$ cat config.mk
export PLATFORM = sky130hd
export DESIGN_NAME = alx_exec
export DESIGN_NICKNAME = d
export VERILOG_FILES = /design/src/hw/alx_pkg.sv /design/src/hw/alx_exec.sv /design/src/hw/alx_decode.sv /design/src/hw/alx_alu.sv
export SDC_FILE = /design/constraint.sdc
export NUM_CORES = 1
export LEC_CHECK = 0
export BUFFER_PORTS_ARGS = -buffer_cell sky130_fd_sc_hd__buf_4
export CORE_MARGIN = 10
export CORE_UTILIZATION = 42
export CTS_CLUSTER_DIAMETER = 150
export CTS_CLUSTER_SIZE = 25
export DETAILED_ROUTE_END_ITERATION = 8
export HOLD_SLACK_MARGIN = 0.02
export SYNTH_ARGS = -nofsm -noshare
export SYNTH_HDL_FRONTEND = slang
export SYNTH_SLANG_ARGS = --single-unit
$ cat constraint.sdc
create_clock -name i_clock -period 6.9 [get_ports i_clock]
set_clock_uncertainty 0.1 [all_clocks]
set_input_delay 0 -clock i_clock [delete_from_list [all_inputs] [get_ports i_clock]]
set_output_delay 0 -clock i_clock [all_outputs]
set_load 0.005 [all_outputs]
$ cat src/hw/alx_pkg.sv
// Constants, types and helpers shared by the execution datapath
package alx_pkg;

  // Opcode prefix byte and the plain-page marker
  localparam logic [7:0] ALX_PREFIX    = 8'h9e;
  localparam logic [7:0] ALX_NO_PREFIX = 8'h00;

  // Whole opcodes
  localparam logic [7:0] OPC_STACK_ADJ = 8'ha7;
  localparam logic [7:0] OPC_INDEX_ADJ = 8'haf;
  localparam logic [7:0] OPC_BR_CC     = 8'h24;

  // Low nibble selects the operation
  localparam logic [3:0] NIB_ADD = 4'hb;
  localparam logic [3:0] NIB_AND = 4'h4;
  localparam logic [3:0] NIB_SHL = 4'h8;
  localparam logic [3:0] NIB_SHR = 4'h7;

  // High nibble selects the mode, add/and group
  localparam logic [3:0] NIB_INLINE = 4'ha;
  localparam logic [3:0] NIB_ZPAGE  = 4'hb;
  localparam logic [3:0] NIB_FULL   = 4'hc;
  localparam logic [3:0] NIB_PWORD  = 4'hd;
  localparam logic [3:0] NIB_PBYTE  = 4'he;
  localparam logic [3:0] NIB_PNONE  = 4'hf;
  localparam logic [3:0] NIB_SWORD  = 4'hd;
  localparam logic [3:0] NIB_SBYTE  = 4'he;

  // High nibble selects the mode, shift group; high nibble of bit clear
  localparam logic [3:0] NIB_SH_ZPAGE = 4'h3;
  localparam logic [3:0] NIB_SH_ACC   = 4'h4;
  localparam logic [3:0] NIB_SH_XLO   = 4'h5;
  localparam logic [3:0] NIB_SH_PBYTE = 4'h6;
  localparam logic [3:0] NIB_SH_PNONE = 4'h7;
  localparam logic [3:0] NIB_SH_SBYTE = 4'h6;
  localparam logic [3:0] NIB_CLEAR_DIRECT_BIT     = 4'h1;

  // Cycle counts per instruction form
  localparam logic [2:0] CYC_INLINE   = 3'h2;
  localparam logic [2:0] CYC_ZPAGE    = 3'h3;
  localparam logic [2:0] CYC_FULL     = 3'h4;
  localparam logic [2:0] CYC_PWORD    = 3'h4;
  localparam logic [2:0] CYC_PBYTE    = 3'h3;
  localparam logic [2:0] CYC_PNONE    = 3'h2;
  localparam logic [2:0] CYC_SWORD    = 3'h5;
  localparam logic [2:0] CYC_SBYTE    = 3'h4;
  localparam logic [2:0] CYC_SH_ZPAGE = 3'h4;
  localparam logic [2:0] CYC_SH_REG   = 3'h1;
  localparam logic [2:0] CYC_SH_PBYTE = 3'h4;
  localparam logic [2:0] CYC_SH_PNONE = 3'h3;
  localparam logic [2:0] CYC_SH_SBYTE = 3'h5;
  localparam logic [2:0] CYC_ADJ      = 3'h2;
  localparam logic [2:0] CYC_BRANCH   = 3'h3;
  localparam logic [2:0] CYC_CLEAR_DIRECT_BIT     = 3'h4;

  // Flag byte layout
  localparam int FLG_SERR   = 7;
  localparam int FLG_NIB    = 4;
  localparam int FLG_IMASK  = 3;
  localparam int FLG_MSB    = 2;
  localparam int FLG_ZERO   = 1;
  localparam int FLG_BORROW = 0;
  localparam logic [7:0] FLG_FIXED_ONES = 8'h60;

  // Reset values
  localparam logic [7:0]  RST_ACC   = 8'h00;
  localparam logic [15:0] RST_INDEX = 16'h0000;
  localparam logic [15:0] RST_STACK = 16'h00ff;
  localparam logic [15:0] RST_PC    = 16'h0000;
  localparam logic [7:0]  RST_FLAGS = 8'h68;

  // Branch base distance
  localparam logic [15:0] BR_BASE = 16'h0002;

  typedef enum logic [2:0] {
    ALX_K_ADD, ALX_K_AND, ALX_K_ASL, ALX_K_ASR,
    ALX_K_STACK_ADJ, ALX_K_INDEX_ADJ, ALX_K_BRANCH, ALX_K_CLEAR_DIRECT_BIT
  } alx_kind_t;

  typedef enum logic [3:0] {
    ALX_M_IMPLIED, ALX_M_INLINE, ALX_M_RELATIVE, ALX_M_ZPAGE,
    ALX_M_FULL_ADDR, ALX_M_PTR_NONE, ALX_M_PTR_BYTE, ALX_M_PTR_WORD,
    ALX_M_STK_BYTE, ALX_M_STK_WORD
  } alx_mode_t;

  typedef enum logic [1:0] {ALX_T_ACC, ALX_T_XLO, ALX_T_MEM} alx_tgt_t;

  // Operand bytes following the opcode
  function automatic logic [1:0] alx_opnd_bytes(input alx_mode_t m);
    case (m)
      ALX_M_IMPLIED, ALX_M_PTR_NONE:                  return 2'd0;
      ALX_M_FULL_ADDR, ALX_M_PTR_WORD, ALX_M_STK_WORD: return 2'd2;
      default:                                        return 2'd1;
    endcase
  endfunction : alx_opnd_bytes

  // Sign extension of an eight-bit offset
  function automatic logic [15:0] alx_sext(input logic [7:0] b);
    return {{8{b[7]}}, b};
  endfunction : alx_sext

endpackage : alx_pkg

$ cat src/hw/alx_exec.sv
// Execution datapath: add, and, shifts, pointer adjust, branch, bit clear
//
// Contract
// - Add writes accumulator plus operand, fixed cycles
// - Add sets overflow flag on signed overflow
// - Add sets nibble carry from bit three
// - Add sets borrow_out on carry out
// - Msb and zero flags follow the result
// - Stack adjust adds sign-extended immediate, no flags
// - Index adjust adds sign-extended immediate, no flags
// - And clears overflow, keeps nibble and borrow
// - Left shift inserts zero at bit zero
// - Left shift borrow_out gets old bit seven
// - Left shift opcode and cycle table
// - Shift overflow equals msb xor borrow
// - Right shift keeps bit seven
// - Right shift borrow_out gets old bit zero
// - Right shift opcode and cycle table
// - Branch when borrow clear to pc plus two
// - Flag byte bit positions are fixed
// - Branch offset is signed last byte
// - Bit clear read-modify-writes zero-page byte, no flags
`timescale 1ns/100ps
module alx_exec import alx_pkg::*; (
  // Clock and reset
  input  wire logic        i_clock,
  input  wire logic        i_reset,
  // Instruction start
  input  wire logic        i_start,
  input  wire logic [15:0] i_opcode,
  output logic             o_busy,
  output logic             o_done,
  output logic             o_bad_opcode,
  // Memory bus, asynchronous read
  output logic [15:0]      o_mem_addr,
  output logic             o_mem_rd,
  output logic             o_mem_wr,
  output logic [7:0]       o_mem_wdata,
  input  wire logic [7:0]  i_mem_rdata,
  // Register load
  input  wire logic        i_load,
  input  wire logic [7:0]  i_load_acc,
  input  wire logic [15:0] i_load_index,
  input  wire logic [15:0] i_load_stack,
  input  wire logic [15:0] i_load_pc,
  input  wire logic [7:0]  i_load_flags,
  // Programmer-visible state
  output logic [7:0]       o_acc,
  output logic [15:0]      o_index,
  output logic [15:0]      o_stack_top,
  output logic [15:0]      o_pc,
  output logic [7:0]       o_flags
);

  typedef enum logic [1:0] {
    ALX_S_IDLE, ALX_S_BYTE2, ALX_S_MEM, ALX_S_FIN
  } alx_state_t;

  alx_state_t  state_reg, state_next;
  logic [15:0] op_reg;
  logic [2:0]  cyc_reg;
  logic [7:0]  hi_reg;
  logic [15:0] addr_reg;
  logic [7:0]  opnd_reg, tgt_reg, res_reg, fres_reg;
  logic [7:0]  acc_reg, flags_reg;
  logic [15:0] idx_reg, stk_reg, pc_reg;
  logic        done_reg, bad_reg;

  // Decoder sees the new opcode while idle, the held one after
  logic        idle, d_valid;
  logic [15:0] cur_op;
  alx_kind_t   d_kind;
  alx_mode_t   d_mode;
  alx_tgt_t    d_tgt;
  logic [2:0]  d_bit, d_cyc;
  assign idle   = (state_reg == ALX_S_IDLE);
  assign cur_op = idle ? i_opcode : op_reg;

  alx_decode u_dec (
    .i_opcode (cur_op),
    .o_valid  (d_valid),
    .o_kind   (d_kind),
    .o_mode   (d_mode),
    .o_target (d_tgt),
    .o_bitsel (d_bit),
    .o_cycles (d_cyc)
  );

  // Mode classes and operand pointer
  logic        pre, word_mode, self_mode, inh_mode;
  logic [15:0] opnd_ptr, ptr_base;
  assign pre       = (cur_op[15:8] == ALX_PREFIX);
  assign word_mode = (alx_opnd_bytes(d_mode) == 2'd2);
  assign inh_mode  = (d_mode == ALX_M_IMPLIED);
  assign self_mode = (d_mode == ALX_M_INLINE) ||
                     (d_mode == ALX_M_RELATIVE) ||
                     (d_mode == ALX_M_PTR_NONE);
  assign opnd_ptr  = pc_reg + (pre ? 16'h0002 : 16'h0001);
  assign ptr_base  = (d_mode == ALX_M_PTR_BYTE || d_mode == ALX_M_PTR_WORD)
                     ? idx_reg
                     : (d_mode == ALX_M_STK_BYTE || d_mode == ALX_M_STK_WORD)
                     ? stk_reg : 16'h0000;

  // Start, operand latch and commit strobes
  logic start_ok, rd_idle, lat_go, inh_go, fin_go, commit;
  assign start_ok = idle && i_start;
  assign rd_idle  = start_ok && d_valid && !inh_mode;
  assign lat_go   = (rd_idle && self_mode) || (state_reg == ALX_S_MEM);
  assign inh_go   = start_ok && d_valid && inh_mode;
  assign fin_go   = (state_reg == ALX_S_FIN) &&
                    (cyc_reg == d_cyc - 3'd1);
  assign commit   = inh_go || fin_go;

  // Memory bus drive
  assign o_mem_rd   = rd_idle || (!idle && state_reg != ALX_S_FIN);
  assign o_mem_wr   = fin_go && (d_tgt == ALX_T_MEM);
  assign o_mem_wdata = res_reg;
  assign o_mem_addr = (state_reg == ALX_S_BYTE2) ? opnd_ptr + 16'h0001
                    : !idle ? addr_reg
                    : (d_mode == ALX_M_PTR_NONE) ? idx_reg : opnd_ptr;

  // Shared result unit
  logic [7:0] alu_t, alu_res, alu_flags;
  assign alu_t = (d_tgt == ALX_T_ACC) ? acc_reg
               : (d_tgt == ALX_T_XLO) ? idx_reg[7:0] : i_mem_rdata;

  alx_alu u_alu (
    .i_kind    (d_kind),
    .i_target  (alu_t),
    .i_operand (i_mem_rdata),
    .i_bitsel  (d_bit),
    .i_flags   (flags_reg),
    .o_result  (alu_res),
    .o_flags   (alu_flags)
  );

  // Committed values, new program counter
  logic [7:0]  c_res, c_flags;
  logic [15:0] pc_seq, pc_taken, pc_new;
  logic        br_take;
  assign c_res    = inh_go ? alu_res : res_reg;
  assign c_flags  = inh_go ? alu_flags : fres_reg;
  assign pc_seq   = pc_reg + 16'h0001 + {15'h0000, pre} +
                    {14'h0000, alx_opnd_bytes(d_mode)};
  assign pc_taken = pc_reg + BR_BASE + alx_sext(opnd_reg);
  assign br_take  = (d_kind == ALX_K_BRANCH) && !flags_reg[FLG_BORROW];
  assign pc_new   = br_take ? pc_taken : pc_seq;

  // Sequencer
  always_comb begin
    state_next = state_reg;
    case (state_reg)
      ALX_S_IDLE: if (rd_idle) state_next = self_mode ? ALX_S_FIN
                    : word_mode ? ALX_S_BYTE2 : ALX_S_MEM;
      ALX_S_BYTE2: state_next = ALX_S_MEM;
      ALX_S_MEM:   state_next = ALX_S_FIN;
      default:     if (fin_go) state_next = ALX_S_IDLE;
    endcase
  end

  // Sequencer state and operand capture
  always_ff @(posedge i_clock or posedge i_reset) begin
    if (i_reset) begin
      state_reg <= ALX_S_IDLE;
      op_reg    <= 16'h0000;
      cyc_reg   <= 3'h0;
      hi_reg    <= 8'h00;
      addr_reg  <= 16'h0000;
    end else begin
      state_reg <= state_next;
      if (start_ok) op_reg <= i_opcode;
      cyc_reg <= start_ok ? 3'h1 : (idle ? 3'h0 : cyc_reg + 3'h1);
      if (rd_idle) hi_reg <= i_mem_rdata;
      if (rd_idle) begin
        addr_reg <= (d_mode == ALX_M_PTR_NONE) ? idx_reg
                    : ptr_base + {8'h00, i_mem_rdata};
      end else if (state_reg == ALX_S_BYTE2) begin
        addr_reg <= ptr_base + {hi_reg, i_mem_rdata};
      end
    end
  end

  // Operand, target and result latches
  always_ff @(posedge i_clock or posedge i_reset) begin
    if (i_reset) begin
      opnd_reg <= 8'h00;
      tgt_reg  <= 8'h00;
      res_reg  <= 8'h00;
      fres_reg <= RST_FLAGS;
    end else if (lat_go) begin
      opnd_reg <= i_mem_rdata;
      tgt_reg  <= alu_t;
      res_reg  <= alu_res;
      fres_reg <= alu_flags;
    end
  end

  // Programmer-visible registers
  always_ff @(posedge i_clock or posedge i_reset) begin
    if (i_reset) begin
      acc_reg   <= RST_ACC;
      idx_reg   <= RST_INDEX;
      stk_reg   <= RST_STACK;
      pc_reg    <= RST_PC;
      flags_reg <= RST_FLAGS;
    end else if (commit) begin
      pc_reg <= pc_new;
      if (d_kind == ALX_K_ADD || d_kind == ALX_K_AND ||
          d_kind == ALX_K_ASL || d_kind == ALX_K_ASR) begin
        flags_reg <= c_flags;
      end
      if (d_tgt == ALX_T_ACC && d_kind != ALX_K_STACK_ADJ &&
          d_kind != ALX_K_INDEX_ADJ && d_kind != ALX_K_BRANCH) begin
        acc_reg <= c_res;
      end
      if (d_tgt == ALX_T_XLO) idx_reg <= {idx_reg[15:8], c_res};
      if (d_kind == ALX_K_INDEX_ADJ) begin
        idx_reg <= idx_reg + alx_sext(opnd_reg);
      end
      if (d_kind == ALX_K_STACK_ADJ) begin
        stk_reg <= stk_reg + alx_sext(opnd_reg);
      end
    end else if (idle && !i_start && i_load) begin
      acc_reg   <= i_load_acc;
      idx_reg   <= i_load_index;
      stk_reg   <= i_load_stack;
      pc_reg    <= i_load_pc;
      flags_reg <= i_load_flags | FLG_FIXED_ONES;
    end
  end

  // Completion pulses
  always_ff @(posedge i_clock or posedge i_reset) begin
    if (i_reset) begin
      done_reg <= 1'b0;
      bad_reg  <= 1'b0;
    end else begin
      done_reg <= commit || (start_ok && !d_valid);
      bad_reg  <= start_ok && !d_valid;
    end
  end

  assign o_busy       = !idle;
  assign o_done       = done_reg;
  assign o_bad_opcode = bad_reg;
  assign o_acc        = acc_reg;
  assign o_index      = idx_reg;
  assign o_stack_top  = stk_reg;
  assign o_pc         = pc_reg;
  assign o_flags      = flags_reg;

  logic k_add, k_and, k_sh;
  assign k_add = fin_go && d_kind == ALX_K_ADD;
  assign k_and = fin_go && d_kind == ALX_K_AND;
  assign k_sh  = commit && (d_kind == ALX_K_ASL || d_kind == ALX_K_ASR);
endmodule : alx_exec

$ cat src/hw/alx_decode.sv
// Opcode decoder: operation, mode, target and cycle count
`timescale 1ns/100ps
module alx_decode import alx_pkg::*; (
  // Opcode, prefix in the upper byte
  input  wire logic [15:0] i_opcode,
  // Decoded fields
  output logic             o_valid,
  output alx_kind_t        o_kind,
  output alx_mode_t        o_mode,
  output alx_tgt_t         o_target,
  output logic [2:0]       o_bitsel,
  output logic [2:0]       o_cycles
);

  // Opcode fields
  logic       pre;
  logic [3:0] hi;
  logic [3:0] lo;
  logic       alu_lo;
  logic       sh_lo;
  assign pre    = (i_opcode[15:8] == ALX_PREFIX);
  assign hi     = i_opcode[7:4];
  assign lo     = i_opcode[3:0];
  assign alu_lo = (lo == NIB_ADD) || (lo == NIB_AND);
  assign sh_lo  = (lo == NIB_SHL) || (lo == NIB_SHR);

  // Decode tree
  always_comb begin
    o_valid  = 1'b1;
    o_kind   = (lo == NIB_ADD) ? ALX_K_ADD : ALX_K_AND;
    o_mode   = ALX_M_IMPLIED;
    o_target = ALX_T_ACC;
    o_bitsel = lo[3:1];
    o_cycles = CYC_INLINE;
    if (pre) begin
      if (alu_lo && hi == NIB_SWORD) begin
        o_mode   = ALX_M_STK_WORD;
        o_cycles = CYC_SWORD;
      end else if (alu_lo && hi == NIB_SBYTE) begin
        o_mode   = ALX_M_STK_BYTE;
        o_cycles = CYC_SBYTE;
      end else if (sh_lo && hi == NIB_SH_SBYTE) begin
        o_kind   = (lo == NIB_SHL) ? ALX_K_ASL : ALX_K_ASR;
        o_mode   = ALX_M_STK_BYTE;
        o_target = ALX_T_MEM;
        o_cycles = CYC_SH_SBYTE;
      end else begin
        o_valid = 1'b0;
      end
    end else if (i_opcode[15:8] != ALX_NO_PREFIX) begin
      o_valid = 1'b0;
    end else if (i_opcode[7:0] == OPC_STACK_ADJ) begin
      o_kind   = ALX_K_STACK_ADJ;
      o_mode   = ALX_M_INLINE;
      o_cycles = CYC_ADJ;
    end else if (i_opcode[7:0] == OPC_INDEX_ADJ) begin
      o_kind   = ALX_K_INDEX_ADJ;
      o_mode   = ALX_M_INLINE;
      o_cycles = CYC_ADJ;
    end else if (alu_lo && hi >= NIB_INLINE) begin
      case (hi)
        NIB_INLINE: begin o_mode = ALX_M_INLINE;    o_cycles = CYC_INLINE; end
        NIB_ZPAGE:  begin o_mode = ALX_M_ZPAGE;     o_cycles = CYC_ZPAGE;  end
        NIB_FULL:   begin o_mode = ALX_M_FULL_ADDR; o_cycles = CYC_FULL;   end
        NIB_PWORD:  begin o_mode = ALX_M_PTR_WORD;  o_cycles = CYC_PWORD;  end
        NIB_PBYTE:  begin o_mode = ALX_M_PTR_BYTE;  o_cycles = CYC_PBYTE;  end
        default:    begin o_mode = ALX_M_PTR_NONE;  o_cycles = CYC_PNONE;  end
      endcase
    end else if (sh_lo && hi >= NIB_SH_ZPAGE && hi <= NIB_SH_PNONE) begin
      o_kind   = (lo == NIB_SHL) ? ALX_K_ASL : ALX_K_ASR;
      o_target = ALX_T_MEM;
      case (hi)
        NIB_SH_ZPAGE: begin o_mode = ALX_M_ZPAGE; o_cycles = CYC_SH_ZPAGE; end
        NIB_SH_ACC: begin o_target = ALX_T_ACC; o_cycles = CYC_SH_REG; end
        NIB_SH_XLO: begin o_target = ALX_T_XLO; o_cycles = CYC_SH_REG; end
        NIB_SH_PBYTE: begin
          o_mode = ALX_M_PTR_BYTE; o_cycles = CYC_SH_PBYTE;
        end
        default: begin o_mode = ALX_M_PTR_NONE; o_cycles = CYC_SH_PNONE; end
      endcase
    end else if (i_opcode[7:0] == OPC_BR_CC) begin
      o_kind   = ALX_K_BRANCH;
      o_mode   = ALX_M_RELATIVE;
      o_cycles = CYC_BRANCH;
    end else if (hi == NIB_CLEAR_DIRECT_BIT && lo[0]) begin
      o_kind   = ALX_K_CLEAR_DIRECT_BIT;
      o_mode   = ALX_M_ZPAGE;
      o_target = ALX_T_MEM;
      o_cycles = CYC_CLEAR_DIRECT_BIT;
    end else begin
      o_valid = 1'b0;
    end
  end

endmodule : alx_decode

$ cat src/hw/alx_alu.sv
// Eight-bit result and flag byte computation
`timescale 1ns/100ps
module alx_alu import alx_pkg::*; (
  // Operation and operands
  input  alx_kind_t        i_kind,
  input  wire logic [7:0]  i_target,
  input  wire logic [7:0]  i_operand,
  input  wire logic [2:0]  i_bitsel,
  input  wire logic [7:0]  i_flags,
  // Result
  output logic [7:0]       o_result,
  output logic [7:0]       o_flags
);

  // Full and low-nibble sums
  logic [8:0] sum9;
  logic [4:0] nib5;
  logic       nz_kind;
  logic       sh_kind;
  assign sum9    = {1'b0, i_target} + {1'b0, i_operand};
  assign nib5    = {1'b0, i_target[3:0]} + {1'b0, i_operand[3:0]};
  assign sh_kind = (i_kind == ALX_K_ASL) || (i_kind == ALX_K_ASR);
  assign nz_kind = sh_kind || (i_kind == ALX_K_ADD) || (i_kind == ALX_K_AND);

  // Result and flags; untouched flags keep their value
  always_comb begin
    o_result = i_target;
    o_flags  = i_flags;
    case (i_kind)
      ALX_K_ADD: begin
        o_result = sum9[7:0];
        o_flags[FLG_SERR] = (i_target[7] == i_operand[7]) &&
                            (sum9[7] != i_target[7]);
        o_flags[FLG_NIB]    = nib5[4];
        o_flags[FLG_BORROW] = sum9[8];
      end
      ALX_K_AND: begin
        o_result = i_target & i_operand;
        o_flags[FLG_SERR] = 1'b0;
      end
      ALX_K_ASL: begin
        o_result = {i_target[6:0], 1'b0};
        o_flags[FLG_BORROW] = i_target[7];
      end
      ALX_K_ASR: begin
        o_result = {i_target[7], i_target[7:1]};
        o_flags[FLG_BORROW] = i_target[0];
      end
      ALX_K_CLEAR_DIRECT_BIT: o_result = i_target & ~(8'h01 << i_bitsel);
      default: ;
    endcase
    if (nz_kind) begin
      o_flags[FLG_MSB]  = o_result[7];
      o_flags[FLG_ZERO] = (o_result == 8'h00);
    end
    if (sh_kind) begin
      o_flags[FLG_SERR] = o_flags[FLG_MSB] ^ o_flags[FLG_BORROW];
    end
  end

endmodule : alx_alu

==> results_dict.tcl <==
set metrics [dict create \
    total_power_mw 7.44 \
    r2r_start "state_reg[1]" \
    r2r_cells 21 \
    ys.flop_type "dfrtp_1" \
    avgSynthCellArea_um2 8.42 \
    ys_ff_latch 135 \
    nets 1984 \
    netlist_top_cells_area "dfrtp_1, ha_1, xnor2_1, nand2_1, mux2_2" \
    worst_r2r_endpoint "addr_reg[14]" \
    finalHoldViolCount 0 \
    dp_hpwl_mm 37.4 \
    wl_per_cell_um 22.1 \
    synth-edff-count 0 \
    start_util 0.426 \
    clk_latency_ns 0.46 \
    cts_max_level 4 \
    rows 64 \
    max_cap_violations 0 \
    gp_congestion 0.952 \
    start_kind "register" \
    first_pass_iters 5 \
    first_global_vias 12600 \
    finalSetupTns_ns 0 \
    setup_viol 0 \
    run_status "complete, no violations" \
    synth.cell_area_um2 13000 \
    syn-num-nets 1745 \
    via_per_inst 5.86 \
    utilization 0.529 \
    ys_types 102 \
    tightest_slew_ns 1.15 \
    holdCritPathClass "in -> async" \
    grt_pass1_wl_mm 75.2 \
    ant_nets 0 \
    grt_max_degree 95 \
    crit_type "reg -> reg" \
    p_per_area_nw_per_um2 459 \
    ys_warn_count 0 \
    timing.final.crit_share 0.889 \
    die-area_um2 38500 \
    drc 0 \
    drive_above_1_share 0.207 \
    io_buffers 182 \
    synth_top_area_frac 0.232 \
    p_leak_nw 7.07 \
    core_um2 30600 \
    cts_buffers 17 \
    pin_count 185 \
    vdd.ir_drop.worst_mv 0.203 \
    drv_slew 0 \
    clk_pin_slew_ns 0.07 \
    rsz0062_at_grt "false" \
    yosysTopAreaCell "dfrtp_1" \
    dp_slack_ns 0.645 \
    via_count 12900 \
    ff2ff_setup_slack_ns 0.77 \
    cp.required_ns 7.07 \
    antenna_found_initial 0 \
    antenna_cells 0 \
    async_flop_share 1.00 \
    seq_area_frac_synth 0.260 \
    dieWidth_um 196 \
    clock.fmax_ghz 0.163 \
    crit_fanout 28 \
    cts.sinks 135 \
    dieHeight_um 196 \
    gr-total-overflow 0 \
    drt-total-wl_mm 48.6 \
    syn_to_final_growth_pct 24.1 \
    cts_tree "done" \
    drt_iter0_markers 1100 \
    endpoint_kind "register" \
    syn_inst 1549 \
    clockBufferDepth 2 \
    critPathArrivalTime_ns 6.31 \
    slew_headroom 0.230 \
    setup_ws_ns 0.765 \
    grtUsageTotal 0.248 \
    finalCriticalPeriod_ns 6.13 \
    root_buffer "clkbuf_16" \
]
## cell families after synthesis
kind of cell / after synthesis / synth area share
compound gates: 425 / 0.220
xor+xnor: 116 / 0.0779
fa+ha+maj: 105 / 0.105
buf+inv: 129 / 0.0448
flops: 135 / 0.260
mux: 99 / 0.0831
simple gates: 540 / 0.209
## critical path, cell delays in order (launching register included)
cell	delay, ns
dfrtp_1	0.44
inv_1	0.13
ha_4	0.29
or3b_1	0.45
a211oi_1	0.53
o21a_1	0.28
a221o_1	0.30
a21oi_2	0.13
a22o_1	0.22
ha_1	0.21
fa_1	0.41
a21o_1	0.21
a21oi_1	0.22
nor2b_1	0.08
o21a_1	0.20
o31a_1	0.28
a41o_1	0.28
o41ai_1	0.51
o21ai_0	0.21
xor2_1	0.17
a211oi_1	0.24
a31oi_1	0.06
## synth_stat cells, types with 7 or more instances
| cell | n |
|---|---|
| a211oi_1 | 29 |
| a21o_1 | 19 |
| a21oi_1 | 107 |
| a22o_1 | 16 |
| a31oi_1 | 28 |
| and2_1 | 11 |
| and3_1 | 21 |
| buf_2 | 26 |
| clkbuf_1 | 36 |
| dfrtp_1 | 121 |
| dfstp_2 | 14 |
| fa_1 | 7 |
| ha_1 | 97 |
| inv_1 | 47 |
| mux2_2 | 52 |
| mux2i_1 | 42 |
| nand2_1 | 157 |
| nand2b_1 | 16 |
| nand3_1 | 40 |
| nand3b_1 | 8 |
| nand4_1 | 7 |
| nor2_1 | 130 |
| nor2b_1 | 27 |
| nor3_1 | 39 |
| nor3b_1 | 7 |
| nor4_1 | 19 |
| o211ai_1 | 18 |
| o21a_1 | 10 |
| o21ai_0 | 78 |
| o21ai_1 | 18 |
| or3_1 | 14 |
| xnor2_1 | 76 |
| xor2_1 | 40 |
## metrics by stage
step	cells	cell area [µm²]	hold WS [ns]
5_1_grt	2197	16200	0.213
4_1_cts	2197	16200	0.199
2_1_floorplan	1549	13000	0.0138
3_3_place_gp	2077	14800	0.126
6_report	2197	16200	0.196
3_5_place_dp	2077	14800	0.133
## how the worst max path moves through the flow
| stage | start | end | cells after the start |
|---|---|---|---|
| 3_5_place_dp | state_reg[1] | o_pc[14] | 24 |
| 4_1_cts | state_reg[1] | o_pc[14] | 24 |
| 2_1_floorplan | state_reg[0] | addr_reg[14] | 24 |
| 6_report | state_reg[1] | addr_reg[14] | 21 |
| 5_1_grt | state_reg[1] | o_pc[14] | 24 |
| 3_3_place_gp | state_reg[1] | o_pc[14] | 24 |
## cell type report
class	instances	area [µm²]
Fill cell	2893	14400
Multi-Input combinational cell	1285	9090
Sequential cell	135	3400
Timing Repair Buffer	300	2470
Tap cell	396	495
Clock buffer	17	425
Inverter	49	189
Clock inverter	15	118
## layout by cell type, fill, tap and decap left out, types with 40 or more instances in the layout
master,netlist,layout
dlygate4sd3_1,0,88
nand3_1,40,40
mux2_2,52,52
a21oi_1,107,106
xnor2_1,76,76
mux2i_1,42,42
nand2_1,157,157
o21ai_0,78,78
buf_4,6,212
ha_1,97,96
inv_1,47,46
nor2_1,130,130
dfrtp_1,121,121
xor2_1,40,40
## power breakdown
group          total [mW]  switching (mW)  leakage (nW)  internal (mW)
combinational        4.76            2.57          5.19           2.19
clock               0.888           0.421         0.271          0.467
sequential           1.79           0.631          1.62           1.16
total                7.44            3.62          7.07           3.82
## layer usage
layer / track usage / vias up / wire, µm
li1: - / 6166 / -
met1: 0.346 / 6184 / 22800
met2: 0.376 / 465 / 21400
met3: 0.0537 / 49 / 3300
met4: 0.0676 / 0 / 1070
met5: 0 / - / 0
## what timing repair did
item,in CTS,in global routing
setup endpoints to repair,0,1
resized for setup,0,1
setup buffers,0,0
endpoints found under the hold margin,180,0
hold buffers,88,0
No activity file was read; power rests on OpenSTA's default activity.
